===== src/clock_reset_cfg.svh =====
// Constants for reset initialisation and system clock control
// Behaviour
// - PC loaded from three vector bytes
// - Stack pointer preset to 100H
// - Interrupt mask level set to 111
// - Addressing mode bit set to one
// - Register bank pointer cleared to zero
// - Fetch from PC; other core registers kept
// - Internal RAM untouched by reset
// - Peripheral control registers return to defaults
// - Port pins revert to plain ports
// - Address latch pin floats during reset
// - Single clock mode only; low clock not modelled, so dual mode stops system ticks
// - System clock divides selected source clock
// - Bits 7,6 enable high, low oscillators
// - Bits 5,4 oscillator run after stop
// - Bit 3 selects clock after stop
// - Bit 2 starts warmup, reads busy
// - Bit 1 selects prescaler source
// - Second register: source select, gear field
// - Gear codes divide by 1..16, rest reserved
// - Unused bits read undefined value
`ifndef CLOCK_RESET_CFG_SVH
`define CLOCK_RESET_CFG_SVH
`define OSC_CTRL_ADDR      8'he0
`define SRC_GEAR_ADDR      8'he1
`define OSC_CTRL_RESET     8'ha0
`define SRC_GEAR_RESET     4'h0
`define VEC_ADDR_LO        24'hffff00
`define VEC_ADDR_MID       24'hffff01
`define VEC_ADDR_HI        24'hffff02
`define STACK_RESET        32'h00000100
`define MASK_LEVEL_RESET   3'h7
`define BANK_RESET         3'h0
`define UNDEF_READ         1'b0
`define WARMUP_CYCLES      16'h0100
`define GEAR_MAX_CODE      3'h4
`define BIT_HIGH_RUN       7
`define BIT_LOW_RUN        6
`define BIT_HIGH_AFTER     5
`define BIT_LOW_AFTER      4
`define BIT_AFTER_SEL      3
`define BIT_WARMUP         2
`define BIT_PRESCALE       1
`define BIT_SRC_SEL        3
`endif


===== src/clock_reset_pkg.sv =====
// Types for reset initialisation and system clock control
package clock_reset_pkg;
	// Vector fetch sequence states, Gray along the path
	typedef enum logic [1:0] {
		VEC_LO  = 2'b00,
		VEC_MID = 2'b01,
		VEC_HI  = 2'b11,
		RUN     = 2'b10
	} boot_state_t;
endpackage


===== src/reset_init_and_clock_select.sv =====
// Reset-time core initialisation and system clock control registers
`timescale 1ns/1ps
`include "clock_reset_cfg.svh"
module reset_init_and_clock_select
	import clock_reset_pkg::*;
(
	input  wire logic        core_clk_in,      // 20 MHz core clock
	input  wire logic        rst_in,           // Synchronous reset, active high
	input  wire logic        reset_pin_n_in,   // External reset pin, active low
	input  wire logic [7:0]  reg_addr_in,      // Register address
	input  wire logic [7:0]  reg_wdata_in,     // Register write data
	input  wire logic        reg_wr_in,        // Write strobe
	input  wire logic        reg_rd_in,        // Read strobe
	output logic      [7:0]  reg_rdata_out,    // Read data, one cycle later
	output logic      [23:0] vec_addr_out,     // Vector byte address
	input  wire logic [7:0]  vec_data_in,      // Vector byte, same cycle
	output logic      [23:0] program_counter_out, // Loaded program counter
	output logic             fetch_enable_out, // Core may fetch
	output logic      [31:0] system_stack_pointer_out, // Preset stack pointer
	output logic      [2:0]  interrupt_mask_level_out, // Status mask field
	output logic             max_mode_out,     // Status addressing mode
	output logic      [2:0]  register_bank_pointer_out, // Status bank field
	output logic             core_init_out,    // High while reset stands: apply core presets
	output logic             periph_reset_out, // Peripheral registers to defaults
	output logic             port_mode_reset_out, // Ports forced to plain ports
	output logic             ale_oe_out,       // Address latch pin drive enable
	output logic             high_osc_run_out, // High oscillator enable
	output logic             low_osc_run_out,  // Low oscillator enable
	output logic             high_osc_run_after_stop_out, // High osc after stop
	output logic             low_osc_run_after_stop_out,  // Low osc after stop
	output logic             clock_after_stop_select_out, // 0 high, 1 low
	output logic             prescaler_source_select_out, // 0 source, 1 high/16
	output logic             clock_source_select_out,     // 0 high, 1 low
	output logic             system_clock_en_out,   // One pulse per state
	output logic             prescaler_clock_en_out // Prescaler tick
);

////////////////////////////////////////////////////////////////////////////////
// Reset pin synchroniser and combined reset

	logic       pin_meta_reg;   // First stage, read only by second
	logic       pin_sync_reg;   // Second stage
	logic       in_reset;       // Any reset active

	// Two flops before the pin is looked at
	always_ff @(posedge core_clk_in) begin
		if (rst_in) begin
			pin_meta_reg <= 1'b1;
			pin_sync_reg <= 1'b1;
		end else begin
			pin_meta_reg <= reset_pin_n_in;
			pin_sync_reg <= pin_meta_reg;
		end
	end

	// Either source resets everything below except that the pin leaves the program counter; the pin is seen two edges late
	// Trade-off: the pin path costs two cycles but never feeds raw metastability
	assign in_reset = rst_in | ~pin_sync_reg;

////////////////////////////////////////////////////////////////////////////////
// Vector fetch and core presets

	boot_state_t boot_reg;      // Fetch sequence state
	boot_state_t boot_next;     // Next fetch state

	// Walk the three vector bytes after release
	// One byte per cycle; the memory must answer in the same cycle
	always_comb begin
		case (boot_reg)
			VEC_LO:  boot_next = VEC_MID;
			VEC_MID: boot_next = VEC_HI;
			VEC_HI:  boot_next = RUN;
			RUN:     boot_next = RUN;
			default: boot_next = VEC_LO;
		endcase
	end

	// State holds at the first byte while reset stands
	always_ff @(posedge core_clk_in) begin
		if (in_reset)
			boot_reg <= VEC_LO;
		else
			boot_reg <= boot_next;
	end

	// Outside the walk the address rests on the first byte
	// Vector address follows the next state so data is ready in time
	always_ff @(posedge core_clk_in) begin
		if (in_reset) begin
			vec_addr_out <= `VEC_ADDR_LO;
		end else begin
			case (boot_next)
				VEC_MID: vec_addr_out <= `VEC_ADDR_MID;
				VEC_HI:  vec_addr_out <= `VEC_ADDR_HI;
				default: vec_addr_out <= `VEC_ADDR_LO;
			endcase
		end
	end

	// Capture vector bytes into the program counter
	// The pin reset leaves the counter alone; only a core reset clears it
	always_ff @(posedge core_clk_in) begin
		if (rst_in) begin
			program_counter_out <= 24'h000000;
		end else if (!in_reset) begin
			case (boot_reg)
				VEC_LO:  program_counter_out[7:0]   <= vec_data_in;
				VEC_MID: program_counter_out[15:8]  <= vec_data_in;
				VEC_HI:  program_counter_out[23:16] <= vec_data_in;
				default: program_counter_out        <= program_counter_out;
			endcase
		end
	end

	// Fetching starts only once the whole vector is in
	// Level stays high until the next reset of either kind
	always_ff @(posedge core_clk_in) begin
		if (in_reset)
			fetch_enable_out <= 1'b0;
		else
			fetch_enable_out <= (boot_next == RUN);
	end

	// Core status presets; other core state is not ours to touch
	// No else branch: values hold until the core loads its own
	always_ff @(posedge core_clk_in) begin
		if (in_reset) begin
			system_stack_pointer_out  <= `STACK_RESET;
			interrupt_mask_level_out  <= `MASK_LEVEL_RESET;
			max_mode_out              <= 1'b1;
			register_bank_pointer_out <= `BANK_RESET;
		end
	end

	// Presets apply while reset stands; RAM has no reset path
	always_ff @(posedge core_clk_in) begin
		core_init_out <= in_reset;
	end

	// Peripheral defaults, ports and address latch float during reset
	always_ff @(posedge core_clk_in) begin
		periph_reset_out    <= in_reset;
		port_mode_reset_out <= in_reset;
		ale_oe_out          <= ~in_reset;
	end

////////////////////////////////////////////////////////////////////////////////
// Clock control registers

	logic [7:0]  osc_ctrl_reg;  // Oscillator and warmup control, bit 2 unused
	logic [3:0]  src_gear_reg;  // Source select and gear divider
	logic [15:0] warmup_cnt_reg; // Warmup countdown
	logic        warmup_busy;   // Warmup in progress
	logic        wr_osc;        // Write to first register
	logic        wr_gear;       // Write to second register

	assign wr_osc  = reg_wr_in && (reg_addr_in == `OSC_CTRL_ADDR);
	assign wr_gear = reg_wr_in && (reg_addr_in == `SRC_GEAR_ADDR);
	assign warmup_busy = (warmup_cnt_reg != 16'h0000);

	// First register; reset puts defaults back
	// Bit 2 is never stored; its read comes from the warm-up count
	always_ff @(posedge core_clk_in) begin
		if (in_reset)
			osc_ctrl_reg <= `OSC_CTRL_RESET;
		else if (wr_osc)
			osc_ctrl_reg <= {reg_wdata_in[7:3], 1'b0, reg_wdata_in[1], 1'b0};
	end

	// Second register
	// Upper four bits are dropped, they read undefined
	always_ff @(posedge core_clk_in) begin
		if (in_reset)
			src_gear_reg <= `SRC_GEAR_RESET;
		else if (wr_gear)
			src_gear_reg <= reg_wdata_in[3:0];
	end

	// Writing one restarts warmup, zero ignored; countdown reads busy
	// Limitation: one fixed length, no selectable warm-up time here
	always_ff @(posedge core_clk_in) begin
		if (in_reset)
			warmup_cnt_reg <= 16'h0000;
		else if (wr_osc && reg_wdata_in[`BIT_WARMUP])
			warmup_cnt_reg <= `WARMUP_CYCLES;
		else if (warmup_busy)
			warmup_cnt_reg <= warmup_cnt_reg - 16'h0001;
	end

	// Read mux; undefined bits read as zero here
	// Data stand one cycle only, so an idle cycle returns zero
	always_ff @(posedge core_clk_in) begin
		if (in_reset) begin
			reg_rdata_out <= 8'h00;
		end else if (reg_rd_in) begin
			case (reg_addr_in)
				`OSC_CTRL_ADDR: reg_rdata_out <= {osc_ctrl_reg[7:3], warmup_busy,
					osc_ctrl_reg[1], `UNDEF_READ};
				`SRC_GEAR_ADDR: reg_rdata_out <= {4'h0, src_gear_reg};
				default:        reg_rdata_out <= 8'h00;
			endcase
		end else begin
			reg_rdata_out <= 8'h00;
		end
	end

	// Register fields out to the oscillators
	// One cycle of lag is the price of driving outputs from flops
	always_ff @(posedge core_clk_in) begin
		high_osc_run_out            <= osc_ctrl_reg[`BIT_HIGH_RUN];
		low_osc_run_out             <= osc_ctrl_reg[`BIT_LOW_RUN];
		high_osc_run_after_stop_out <= osc_ctrl_reg[`BIT_HIGH_AFTER];
		low_osc_run_after_stop_out  <= osc_ctrl_reg[`BIT_LOW_AFTER];
		clock_after_stop_select_out <= osc_ctrl_reg[`BIT_AFTER_SEL];
		prescaler_source_select_out <= osc_ctrl_reg[`BIT_PRESCALE];
		clock_source_select_out     <= src_gear_reg[`BIT_SRC_SEL];
	end

////////////////////////////////////////////////////////////////////////////////
// Clock dividers as enables; core clock stands for the high clock

	logic [3:0] div_cnt_reg;    // Free running divider
	logic       gear_tick;      // Gear-divided tick
	logic       src_tick;       // Selected source tick
	logic       low_tick_sync;  // Low clock tick, not modelled here

	// Gear code to divider tick; reserved codes fall back to divide by 1
	function automatic logic gear_hit(input logic [2:0] code, input logic [3:0] cnt);
		case (code)
			3'h0:    gear_hit = 1'b1;
			3'h1:    gear_hit = (cnt[0] == 1'b1);
			3'h2:    gear_hit = (cnt[1:0] == 2'h3);
			3'h3:    gear_hit = (cnt[2:0] == 3'h7);
			3'h4:    gear_hit = (cnt == 4'hf);
			default: gear_hit = 1'b1;
		endcase
	endfunction

	// Free divider runs from release; every gear shares its phase
	always_ff @(posedge core_clk_in) begin
		if (in_reset)
			div_cnt_reg <= 4'h0;
		else
			div_cnt_reg <= div_cnt_reg + 4'h1;
	end

	// Limitation: the low clock is absent, so selecting it stops system ticks and source-fed prescaler ticks
	assign gear_tick     = gear_hit(src_gear_reg[2:0], div_cnt_reg);
	assign low_tick_sync = 1'b0;
	assign src_tick      = src_gear_reg[`BIT_SRC_SEL] ? low_tick_sync : gear_tick;

	// System clock is half the selected clock, each pulse one state
	logic half_reg;             // Divide-by-two toggle

	always_ff @(posedge core_clk_in) begin
		if (in_reset)
			half_reg <= 1'b0;
		else if (src_tick)
			half_reg <= ~half_reg;
	end

	// Output enables; prescaler at high/16 reuses the free divider
	always_ff @(posedge core_clk_in) begin
		if (in_reset) begin
			system_clock_en_out    <= 1'b0;
			prescaler_clock_en_out <= 1'b0;
		end else begin
			system_clock_en_out    <= src_tick & half_reg;
			prescaler_clock_en_out <= osc_ctrl_reg[`BIT_PRESCALE] ?
				(div_cnt_reg == 4'hf) : src_tick;
		end
	end
endmodule


===== config.mk =====
export PLATFORM = sky130hd
export DESIGN_NAME = reset_init_and_clock_select
export DESIGN_NICKNAME = d
export VERILOG_FILES = /design/src/clock_reset_pkg.sv /design/src/reset_init_and_clock_select.sv
export VERILOG_INCLUDE_DIRS = /design/src
export SDC_FILE = /design/constraint.sdc
export NUM_CORES = 1
export LEC_CHECK = 0
export BUFFER_PORTS_ARGS = -buffer_cell sky130_fd_sc_hd__buf_4
export CAP_MARGIN = 20
export CELL_PAD_IN_SITES_DETAIL_PLACEMENT = 1
export CELL_PAD_IN_SITES_GLOBAL_PLACEMENT = 2
export CORE_MARGIN = 8
export CORE_UTILIZATION = 28
export DETAILED_ROUTE_END_ITERATION = 10
export PLACE_DENSITY = 0.78
export SYNTH_ARGS = -nofsm -noshare
export SYNTH_HDL_FRONTEND = slang
export SYNTH_SLANG_ARGS = --single-unit

===== constraint.sdc =====
create_clock -name core_clk_in -period 2.46 [get_ports core_clk_in]
set_input_delay 0.369 -clock core_clk_in [delete_from_list [all_inputs] [get_ports core_clk_in]]
set_output_delay 0.369 -clock core_clk_in [all_outputs]
set_load 0.02 [all_outputs]

Word level (Yosys, flattened, before mapping). Cells that the tools add are included.

ROM bits: 0. Word-level logic and storage cells: 69. Output and inout bits: 109. Bits in registers: 103. Input port bits: 29. RAM bits: 0. Bits in latches: 0. Memories kept: 0.

Div/mod/pow operators: 0. Shifts and indexed selects: 0. Equal/unequal tests: 15. Multiplexer cells: 8. Reductions and logical operators: 12. Bitwise operators: 6. $add $sub $neg: 2. Multipliers: 0. Magnitude comparators: 0.

Operators by type and width (count): $mux 9 (2); $eq 8x8->1 const B (2); $pmux 8 s2 (1); $reduce_bool 16->1 (1); $sub 16x1->16 const B (1); $eq 2x2->1 const B (5); $eq 3x2->1 const B (2); $eq 3x3->1 const B (2); $pmux 2 s3 (1); $reduce_and 2->1 (3); $reduce_or 2->1 (3); $add 4x1->4 const B (1); $eq 2x1->1 const B (2); $eq 4x4->1 const B (1); $not 1->1 (4); $pmux 1 s4 (1); $pmux 2 s2 (1); $eq 3x1->1 const B (1); $logic_and 1x1->1 (3); $logic_not 2->1 (1); $mux 1 (2); $reduce_bool 2->1 (1); $and 1x1->1 (1); $or 1x1->1 (1).

Depth between registers and ports, before layout. Gate-level depths: netlist of the first run.

Word-level depth: 5. Mapped depth: 8. Gate-level depth less buffers: 6.

Least setup slack after synthesis of the first run. OpenSTA, ideal clock, no wires.

Kind: register -> register. Start point: reg warmup_cnt_reg[0]. End point: reg warmup_cnt_reg[11]. Clock period less this slack: 1722 ps. Setup time: 66 ps. Cell stages (with the launch flop): 7. Path buffers: 0. Setup slack: 738 ps. Arrival: 1656 ps. Data required time: 2394 ps. Cells stage by stage: dfxtp_1 -> inv_1 -> ha_1 -> nor3b_4 -> and3_4 -> or4_4 -> a21oi_2.

Cells in the longest elaborated chain, start to end: 1. Elaborated cells between the ends (all ways): 2. Classes of those cells: add/sub (1); reduce/logical (1).

Ends and longest elaborated chain: start, declared (RTL line reset_init_and_clock_select.sv:152) `logic [15:0] warmup_cnt_reg;`; start signal, assigned (RTL line reset_init_and_clock_select.sv:185) `` warmup_cnt_reg <= `WARMUP_CYCLES; ``; start signal, assigned (RTL line reset_init_and_clock_select.sv:187) `warmup_cnt_reg <= warmup_cnt_reg - 16'h0001;`; $sub 16x1->16 or $reduce_bool 16->1 (tied branches) (RTL line reset_init_and_clock_select.sv:187, reset_init_and_clock_select.sv:159).

Parallel ways exist; a longest one is shown, timed or not. A chain may end at the register's enable or synchronous reset.

Worst setup path after layout of the first run. Ends and elaborated chain as after synthesis.

==> summary.txt, run 1 <==
Cells and area
  • Layout net count: 489
  • Final Core Density: 0.348
  • Largest register FFs: 24
  • Final instance area: 0.00432 mm^2
  • Antenna cells: 0
  • Area grow syn2layout: 23.1%
  • Most common cell after layout, fill and taps aside: dfxtp_1
  • Layout Cells excl Fill: 634
  • Share of layout cells above drive strength 1: 0.249
  • Most frequent cells in the layout: dfxtp_1, buf_4, conb_1

Critical path
  • R2r setup slk: 0.62 ns
  • Critical path capture point type: register
  • Critical Path RT: 2.73 ns
  • R2R depth: 6
  • Worst r2r src: warmup_cnt_reg[0]
  • Worst setup path endpoint: warmup_cnt_reg[11]
  • CP startpoint: warmup_cnt_reg[0]
  • Critical Path Start Type: register
  • Reg2reg end: warmup_cnt_reg[11]
  • CP arrival: 2.11 ns
  • CP Class: register to register
  • Crit Path Max Fanout: 6

Drt
  • Wirelength, routed: 8980 um
  • Drt first pass iters: 4
  • Detailed Route Iter0 Violations: 70
  • DRC viols: 0
  • Wire per inst: 14.2 um
  • Vias: 2,663
  • Avg Vias per Cell: 4.20
  • DRT antenna net count: 0

STA
  • RSZ-0062 raised after global routing: false
  • Clk_skew: 0.0125 ns
  • Least-Margin Pin Slew: 0.547 ns
  • Worst hold margin: 0.217 ns
  • Hold Fails Final Rpt: 0
  • Slew Viols, Final: 0
  • Slew headroom: 0.632
  • Setup TNS: 0 ns
  • Maximum clock rate: 543 MHz
  • Final worst slack: 0.619 ns
  • Minimum clock period: 1.84 ns
  • Period utilization: 0.748
  • Final setup viols: 0

Placed design
  • Dpl cells: 618
  • Placed cell areas: 0.00401 mm^2
  • DP Worst Slack: 0.620 ns
  • DP HPWL: 6850 um
  • Placer Congestion: 0.735
  • Port buffer count: 76

Clock tree
  • CTS buffer count: 9
  • # resized after CTS: 0
  • CTS tree: built
  • CTS sink count: 81
  • Longest Clk Path Bufs: 2
  • CTS Hold Buffers Added: 0
  • Post-CTS setup buffer count: 0
  • Clock Latency Late Sink: 0.33 ns
  • CTS clk-pin slew, worst paths: 0.07 ns
  • Root Buffer: clkbuf_16
  • Number of H-tree levels: 3

Yosys
  • Sequential cell area fraction in the yosys report: 0.462
  • Syn avg cell area: 9.18 um^2
  • Synthesized area: 0.00351 mm^2
  • Ys async rst share: 0
  • Synth cell types: 49
  • Synth top area share: 0.462
  • Yosys warnings: 0
  • #FFs+latches synth: 81
  • Dominant cell type by area after synthesis: dfxtp_1
  • Top cells by area, synth: dfxtp_1, buf_4, nand2_1
  • Top FF cell, synth: dfxtp_1
  • Mapped Cells: 382
  • EDFF count, synth: 0

Pwr
  • Leakage: 1.87 nW
  • Power density cells: 977 mW/mm^2
  • VDD IR max: 427 uV
  • Tot Pwr: 4.22 mW

Die
  • Die Y: 128 um
  • I/O pins: 138
  • FP Rows: 41
  • Starting Density: 0.283
  • Core footprint: 0.0124 mm^2
  • Die ar.: 0.0164 mm^2
  • Die Wd: 128 um

Outcome
  • Outcome: finished, final reports clean

Global route
  • Met1 global-route usage: 0.126
  • First-pass GRT wire length: 14,400 um
  • Antenna violations before repair: 0
  • Gr busiest metal: met2
  • GRT Total Usage: 0.110
  • Global Route met2 Usage: 0.171
  • GRT overflow: 0
  • Met3 usage: 0.0541
  • Largest net degree at the start of global routing: 29
  • Vias in the first global route: 2,866

Job
  • Max-cap violations: 0

Worst hold path
  • HP Class: primary input to register
where the power goes:
| part | switching, mW | leakage [nW] | internal (mW) |
|---|---|---|---|
| registers | 0.178 | 0.660 | 1.44 |
| clock network | 0.554 | 0.154 | 0.854 |
| logic | 0.692 | 1.06 | 0.499 |
layout make-up:
cell class	count	area, um^2
multi-input cells	281	1560
repair buffers	79	593
flip-flops and latches	81	1620
well taps	172	215
clock buffers	12	256
clock inverters	4	56.3
inverters	5	20.0
fillers	1496	8090
layer usage:
| metal | up-vias | part of all wire |
|---|---|---|
| met3 | 10 | 0.10 |
| met5 | - | 0 |
| li1 | 1324 | - |
| met2 | 95 | 0.45 |
| met1 | 1234 | 0.44 |
| met4 | 0 | 0.014 |
synth_stat cells (all sizes together) (5+ instances only):
master / count
mux2i: 16
nor4: 5
nand2b: 5
buf: 70
nor2: 21
dfxtp: 81
nand3: 7
or4: 5
nor3: 6
or3: 6
nor3b: 7
nand2: 60
a21oi: 38
o31ai: 9
worst max-delay path, cell delays in order, from the launching register on:
cell and delay, ns:
dfxtp_1 0.41, inv_1 0.11, ha_1 0.25, nor3b_4 0.18, and3_4 0.21, or4_4 0.48
a21oi_2 0.15
logic make-up (layout without fill, tap and decap cells):
logic type / after synthesis / in the layout / share of synthesized area
AOI/OAI and AO/OA: 56 / 56 / 0.0909
muxes: 16 / 16 / 0.0456
xor gates and xnor gates: 1 / 1 / 0.00250
other: 2 / 61 / 0.00214
DFF: 81 / 81 / 0.462
adders and majority gates: 3 / 3 / 0.0107
buffers and inverters: 79 / 100 / 0.157
and+or+nand+nor: 144 / 144 / 0.229
worst min path at each step:
| stage | start | end | depth (start not counted) |
|---|---|---|---|
| after floorplan | osc_ctrl_reg[5] | high_osc_run_after_stop_out | 0 |
| after global placement | osc_ctrl_reg[7] | high_osc_run_out | 0 |
| after detailed placement | osc_ctrl_reg[5] | high_osc_run_after_stop_out | 0 |
| after CTS | reset_pin_n_in | pin_meta_reg | 2 |
| after global routing | reset_pin_n_in | pin_meta_reg | 2 |
| final | reset_pin_n_in | pin_meta_reg | 2 |
No activity file was read; power rests on OpenSTA's default activity.
==> inputs of run 2 (changes only) <==
Settings changed: CORE_UTILIZATION 28 to 25, PLACE_DENSITY 0.78 to 0.74.
Clock period 2.46 ns to 1.6 ns, I/O delays scaled along.
==> summary.txt, run 2 (same netlist as run 1, synthesis figures left out) <==
Outcome
  • Outcome: finished, violations left (was finished, final reports clean)
  • Failing checks: negative setup slack

Die
  • Core footprint: 0.0138 mm^2 (was 0.0124 mm^2)
  • Die Wd: 134 um (was 128 um)
  • I/O pins: 138 (unchanged)
  • FP Rows: 43 (was 41)
  • Die ar.: 0.0181 mm^2 (was 0.0164 mm^2)
  • Starting Density: 0.255 (was 0.283)
  • Die Y: 134 um (was 128 um)

Clock tree
  • CTS sink count: 81 (unchanged)
  • CTS clk-pin slew, worst paths: 0.06 ns (was 0.07 ns)
  • Number of H-tree levels: 3 (unchanged)
  • CTS buffer count: 9 (unchanged)
  • CTS Hold Buffers Added: 0 (unchanged)
  • CTS tree: built (unchanged)
  • Root Buffer: clkbuf_16 (unchanged)
  • Clock Latency Late Sink: 0.34 ns (was 0.33 ns)
  • Longest Clk Path Bufs: 2 (unchanged)

Drt
  • Detailed Route Iter0 Violations: 52 (was 70)
  • Drt first pass iters: 4 (unchanged)
  • Vias: 2,776 (was 2,663)
  • Avg Vias per Cell: 4.20 (about the same)
  • DRC viols: 0 (unchanged)
  • Wirelength, routed: 9410 um (was 8980 um)
  • DRT antenna net count: 0 (unchanged)
  • Wire per inst: 14.2 um (about the same)

Critical path
  • Critical Path RT: 1.88 ns (was 2.73 ns)
  • Crit Path Max Fanout: 4 (was 6)
  • R2R depth: 5 (was 6)
  • Reg2reg end: warmup_cnt_reg[11] (unchanged)
  • R2r setup slk: -0.05 ns (was 0.62 ns)
  • CP arrival: 1.93 ns (was 2.11 ns)
  • CP Class: register to register (unchanged)
  • Worst r2r src: warmup_cnt_reg[1] (was warmup_cnt_reg[0])
  • Critical path capture point type: register (unchanged)
  • Critical Path Start Type: register (unchanged)

Cells and area
  • Final Core Density: 0.332 (was 0.348)
  • Largest register FFs: 24 (unchanged)
  • Share of layout cells above drive strength 1: 0.314 (was 0.249)
  • Area grow syn2layout: 30.2% (was 23.1%)
  • Layout net count: 509 (was 489)
  • Most common cell after layout, fill and taps aside: buf_4 (was dfxtp_1)
  • Antenna cells: 0 (unchanged)
  • Most frequent cells in the layout: buf_4, dfxtp_1, conb_1 (was dfxtp_1, buf_4, conb_1)

Placed design
  • DP HPWL: 7220 um (was 6850 um)
  • Placer Congestion: 0.731 (was 0.735)
  • Port buffer count: 76 (unchanged)

Global route
  • GRT overflow: 0 (unchanged)
  • GRT Total Usage: 0.104 (was 0.110)
  • First-pass GRT wire length: 15,000 um (was 14,400 um)
  • Vias in the first global route: 3,029 (was 2,866)
  • Antenna violations before repair: 0 (unchanged)
  • Largest net degree at the start of global routing: 27 (was 29)

STA
  • Maximum clock rate: 604 MHz (was 543 MHz)
  • Clk_skew: 0.00477 ns (was 0.0125 ns)
  • Final setup viols: 2 (was 0)
  • Minimum clock period: 1.65 ns (was 1.84 ns)
  • RSZ-0062 raised after global routing: true (was false)
  • Hold Fails Final Rpt: 0 (unchanged)
  • Slew Viols, Final: 0 (unchanged)
  • Period utilization: 1.03 (was 0.748)
  • Final worst slack: -0.0545 ns (was 0.619 ns)
  • Setup TNS: -0.0737 ns (was 0 ns)

Pwr
  • Share of total power in the clock network: 0.312 (was 0.334)
  • Leakage: 1.98 nW (was 1.87 nW)
  • Power density cells: 1540 mW/mm^2 (was 977 mW/mm^2)
  • VDD IR max: 579 uV (was 427 uV)
  • Internal Dissipation: 4.72 mW (was 2.80 mW)
  • Sw Share: 0.331 (was 0.337)
  • Comb power frac: 0.333 (was 0.282)
  • Psw: 2.33 mW (was 1.42 mW)
  • Sequential share of power: 0.355 (was 0.384)

Job
  • Max-cap violations: 0 (unchanged)

Worst hold path
  • Hold path endpoint: pin_meta_reg (unchanged)
  • HP Class: primary input to register (unchanged)
  • Hold path depth: 2 (unchanged)
  • Worst Hold Launch: reset_pin_n_in (unchanged)
[run 2: worst max path at each step]
| stage | slack [ns] | cells after the start | from | to |
|---|---|---|---|---|
| CTS | -0.05 | 6 | warmup_cnt_reg[0] | warmup_cnt_reg[14] |
| global placement | -0.004 | 6 | warmup_cnt_reg[0] | warmup_cnt_reg[14] |
| detailed placement | -0.06 | 6 | warmup_cnt_reg[0] | warmup_cnt_reg[14] |
| finish | -0.05 | 5 | warmup_cnt_reg[1] | warmup_cnt_reg[11] |
| floorplan | 0.006 | 6 | warmup_cnt_reg[1] | warmup_cnt_reg[11] |
| global route | -0.13 | 6 | warmup_cnt_reg[1] | warmup_cnt_reg[14] |
[run 2: cell type report]
type | instances | area (um^2)
Inverter | 5 | 20.0
Timing Repair Buffer | 99 | 767
Multi-Input combinational cell | 281 | 1610
Clock inverter | 6 | 91.3
Tap cell | 180 | 225
Fill cell | 1630 | 9210
Clock buffer | 9 | 225
Sequential cell | 81 | 1630
[run 2: power groups by stage]
stage | clock (mW) | sequential (mW) | combinational (mW)
final | 2.20 | 2.50 | 2.35
after floorplan | 0 | 2.54 | 1.50
after global placement | 0 | 2.52 | 1.98
after detailed placement | 0 | 2.53 | 2.06
after global routing | 2.37 | 2.54 | 2.59
after CTS | 2.29 | 2.49 | 2.23
[run 2: what timing repair did]
item                       CTS  global route
setup buffers                4             0
gates resized for setup      3            13
setup endpoints to repair    5            16
pin swaps                    3             5
[run 2: worst max-delay path, cell delays in order, from the launching register on]
cell and delay, ns:
dfxtp_4 0.36, buf_6 0.12, nor4_4 0.38, nand3_2 0.17
or4_4 0.45, a21oi_2 0.12
[run 2: metrics by stage]
stage               worst slack, ns  area, um^2  std cells  hold WS [ns]  power [mW]
detailed placement          -0.0643        4150        642         0.358        4.59
finish                      -0.0545        4570        661        0.0832        7.05
global route                 -0.130        4570        661        0.0867        7.50
CTS                         -0.0506        4520        661        0.0693        7.01
floorplan                   0.00579        3740        441         0.343        4.03
global placement           -0.00442        4150        642         0.350        4.49
[run 2: per-layer routing]
metal  share of wire  global-route usage  up-vias
met5               0                   0        -
met4           0.013              0.0437        0
met3            0.11              0.0602       12
met2            0.48               0.166       91
met1            0.40               0.110     1310
li1                -                   -     1363
==> inputs of run 3 (changes only) <==
Settings changed: CELL_PAD_IN_SITES_DETAIL_PLACEMENT 1 to 0, CELL_PAD_IN_SITES_GLOBAL_PLACEMENT 2 to 1, CORE_MARGIN 8 to default, CORE_UTILIZATION 25 to 38, PLACE_DENSITY 0.74 to 0.83.
Clock period 1.6 ns to 2.05 ns, I/O delays scaled along.
==> summary.txt, run 3 (same netlist as run 1, synthesis figures left out) <==
Drt
  • Drt first pass iters: 7 (was 4)
  • Vias: 2,639 (was 2,776)
  • Wire per inst: 12.2 um (was 14.2 um)
  • DRT antenna net count: 0 (unchanged)
  • Detailed Route Iter0 Violations: 104 (was 52)
  • DRC viols: 10 (was 0)
  • Avg Vias per Cell: 4.62 (was 4.20)
  • Wirelength, routed: 6970 um (was 9410 um)

Cells and area
  • Share of layout cells above drive strength 1: 0.253 (was 0.314)
  • Final instance area: 0.00417 mm^2 (was 0.00457 mm^2)
  • Most frequent cells in the layout: dfxtp_1, buf_4, conb_1 (was buf_4, dfxtp_1, conb_1)
  • Fill cells: 868 (was 1,630)
  • Multi-input gate area: 0.00156 mm^2 (was 0.00161 mm^2)
  • Layout Cells excl Fill: 571 (was 661)
  • Layout net count: 490 (was 509)
  • Area grow syn2layout: 18.7% (was 30.2%)
  • Antenna cells: 0 (unchanged)
  • Most common cell after layout, fill and taps aside: dfxtp_1 (was buf_4)
  • Largest register FFs: 24 (unchanged)
  • Register area: 0.00162 mm^2 (was 0.00163 mm^2)

Outcome
  • Outcome: finished, violations left (unchanged)
  • Failing checks: design-rule violations (was negative setup slack)

Clock tree
  • Root Buffer: clkbuf_8 (was clkbuf_16)
  • Clock Latency Late Sink: 0.36 ns (was 0.34 ns)
  • Longest Clk Path Bufs: 2 (unchanged)
  • CTS Hold Buffers Added: 0 (unchanged)
  • Number of H-tree levels: 3 (unchanged)
  • Post-CTS setup buffer count: 0 (was 4)
  • # resized after CTS: 0 (was 3)
  • CTS clk-pin slew, worst paths: 0.09 ns (was 0.06 ns)
  • CTS tree: built (unchanged)
  • CTS sink count: 81 (unchanged)
  • CTS buffer count: 9 (unchanged)

Global route
  • First-pass GRT wire length: 10,800 um (was 15,000 um)
  • Antenna violations before repair: 0 (unchanged)
  • GRT Total Usage: 0.144 (was 0.104)
  • Largest net degree at the start of global routing: 29 (was 27)
  • GRT overflow: 0 (unchanged)
  • Vias in the first global route: 2,319 (was 3,029)

Critical path
  • Critical Path Start Type: register (unchanged)
  • Critical-path top delay cell: or4_4 (unchanged)
  • Worst path max stage delay: 0.48 ns (was 0.45 ns)
  • Critical Path RT: 2.34 ns (was 1.88 ns)
  • CP cell instances: inv_1, ha_1, nor3b_4, and3_4, or4_4, a21oi_2 (was buf_6, nor4_4, nand3_2, or4_4, a21oi_2)
  • CP arrival: 2.11 ns (was 1.93 ns)
  • Crit Path Max Fanout: 6 (was 4)
  • CP Class: register to register (unchanged)
  • Critical path capture point type: register (unchanged)

STA
  • Clk_skew: 0.0151 ns (was 0.00477 ns)
  • Setup TNS: 0 ns (was -0.0737 ns)
  • Maximum clock rate: 550 MHz (was 604 MHz)
  • Least-Margin Pin Slew: 0.528 ns
  • RSZ-0062 raised after global routing: false (was true)
  • Minimum clock period: 1.82 ns (was 1.65 ns)
  • Period utilization: 0.886 (was 1.03)
  • Slew Viols, Final: 0 (unchanged)
  • Final worst slack: 0.233 ns (was -0.0545 ns)
  • Slew headroom: 0.645
  • Hold Fails Final Rpt: 0 (unchanged)
  • Final setup viols: 0 (was 2)

Placed design
  • Dpl cells: 555 (was 642)
  • Placer Congestion: 0.747 (was 0.731)
  • Port buffer count: 76 (unchanged)
  • DP Worst Slack: 0.250 ns (was -0.0643 ns)
  • DP HPWL: 5140 um (was 7220 um)
  • Placed cell areas: 0.00394 mm^2 (was 0.00415 mm^2)

Die
  • I/O pins: 138 (unchanged)
  • Die Y: 98.1 um (was 134 um)
  • FP Rows: 34 (was 43)
  • Die ar.: 0.00962 mm^2 (was 0.0181 mm^2)
  • Core footprint: 0.00885 mm^2 (was 0.0138 mm^2)
  • Die Wd: 98.1 um (was 134 um)
  • Starting Density: 0.396 (was 0.255)

Pwr
  • Tot Pwr: 4.67 mW (was 7.05 mW)
  • Power density cells: 1120 mW/mm^2 (was 1540 mW/mm^2)
  • VDD IR max: 523 uV (was 579 uV)
  • Leakage: 1.84 nW (was 1.98 nW)

Job
  • Max-cap violations: 0 (unchanged)

Worst hold path
  • HP Class: primary input to register (unchanged)
## run 3: cell types whose count changed in the layout (fill, tap and decap cells not counted), moves of 2 or more
cell,previous run,this run
clkbuf_8,0,9
inv_6,1,4
dfxtp_4,2,0
o31ai_2,2,0
inv_1,1,3
ha_1,1,3
inv_2,2,0
dfxtp_1,78,81
buf_4,95,80
o31ai_1,7,9
buf_6,3,0
clkbuf_16,9,0
a21oi_2,3,1
a21oi_1,35,37
## run 3: metal layers
| metal | GRT usage | wire length (um) | up-vias |
|---|---|---|---|
| li1 | - | - | 1325 |
| met1 | 0.174 | 3050 | 1214 |
| met2 | 0.227 | 3260 | 98 |
| met3 | 0.0659 | 632 | 2 |
| met4 | 0.0455 | 32 | 0 |
| met5 | 0 | 0 | - |
## run 3: final cells by class
type,instances,share of cell area
multi-input cells,281,0.374
flip-flops and latches,81,0.389
clock inverters,7,0.0255
inverters,5,0.00481
repair buffers,80,0.144
clock buffers,9,0.0297
well taps,108,0.0324
## run 3: where the power goes
part	internal, mW	switching, mW
combinational	0.600	0.790
sequential	1.73	0.204
clock	0.712	0.632
total	3.04	1.62
## run 3: worst max-delay path, delay by kind of cell, from the launching register on
family | cells | cell delay [ns]
fa+ha+maj | 1 | 0.24
flops | 1 | 0.42
compound gates | 1 | 0.14
simple gates | 3 | 0.87
buf+inv | 1 | 0.10
## run 3: worst paths after layout
check                       end  slack, ns               from  cells past startpoint
max          warmup_cnt_reg[11]       0.23  warmup_cnt_reg[0]                      6
min                pin_meta_reg       0.17     reset_pin_n_in                      2
max reg2reg  warmup_cnt_reg[11]       0.23  warmup_cnt_reg[0]                      6
min reg2reg     low_osc_run_out       0.37    osc_ctrl_reg[6]                      0
## run 3: metrics by stage
step,hold slack (ns),utilization
2_1_floorplan,0.343,-
3_3_place_gp,0.355,0.445
3_5_place_dp,0.356,0.445
4_1_cts,0.150,0.471
5_1_grt,0.138,0.471
6_report,0.166,0.471
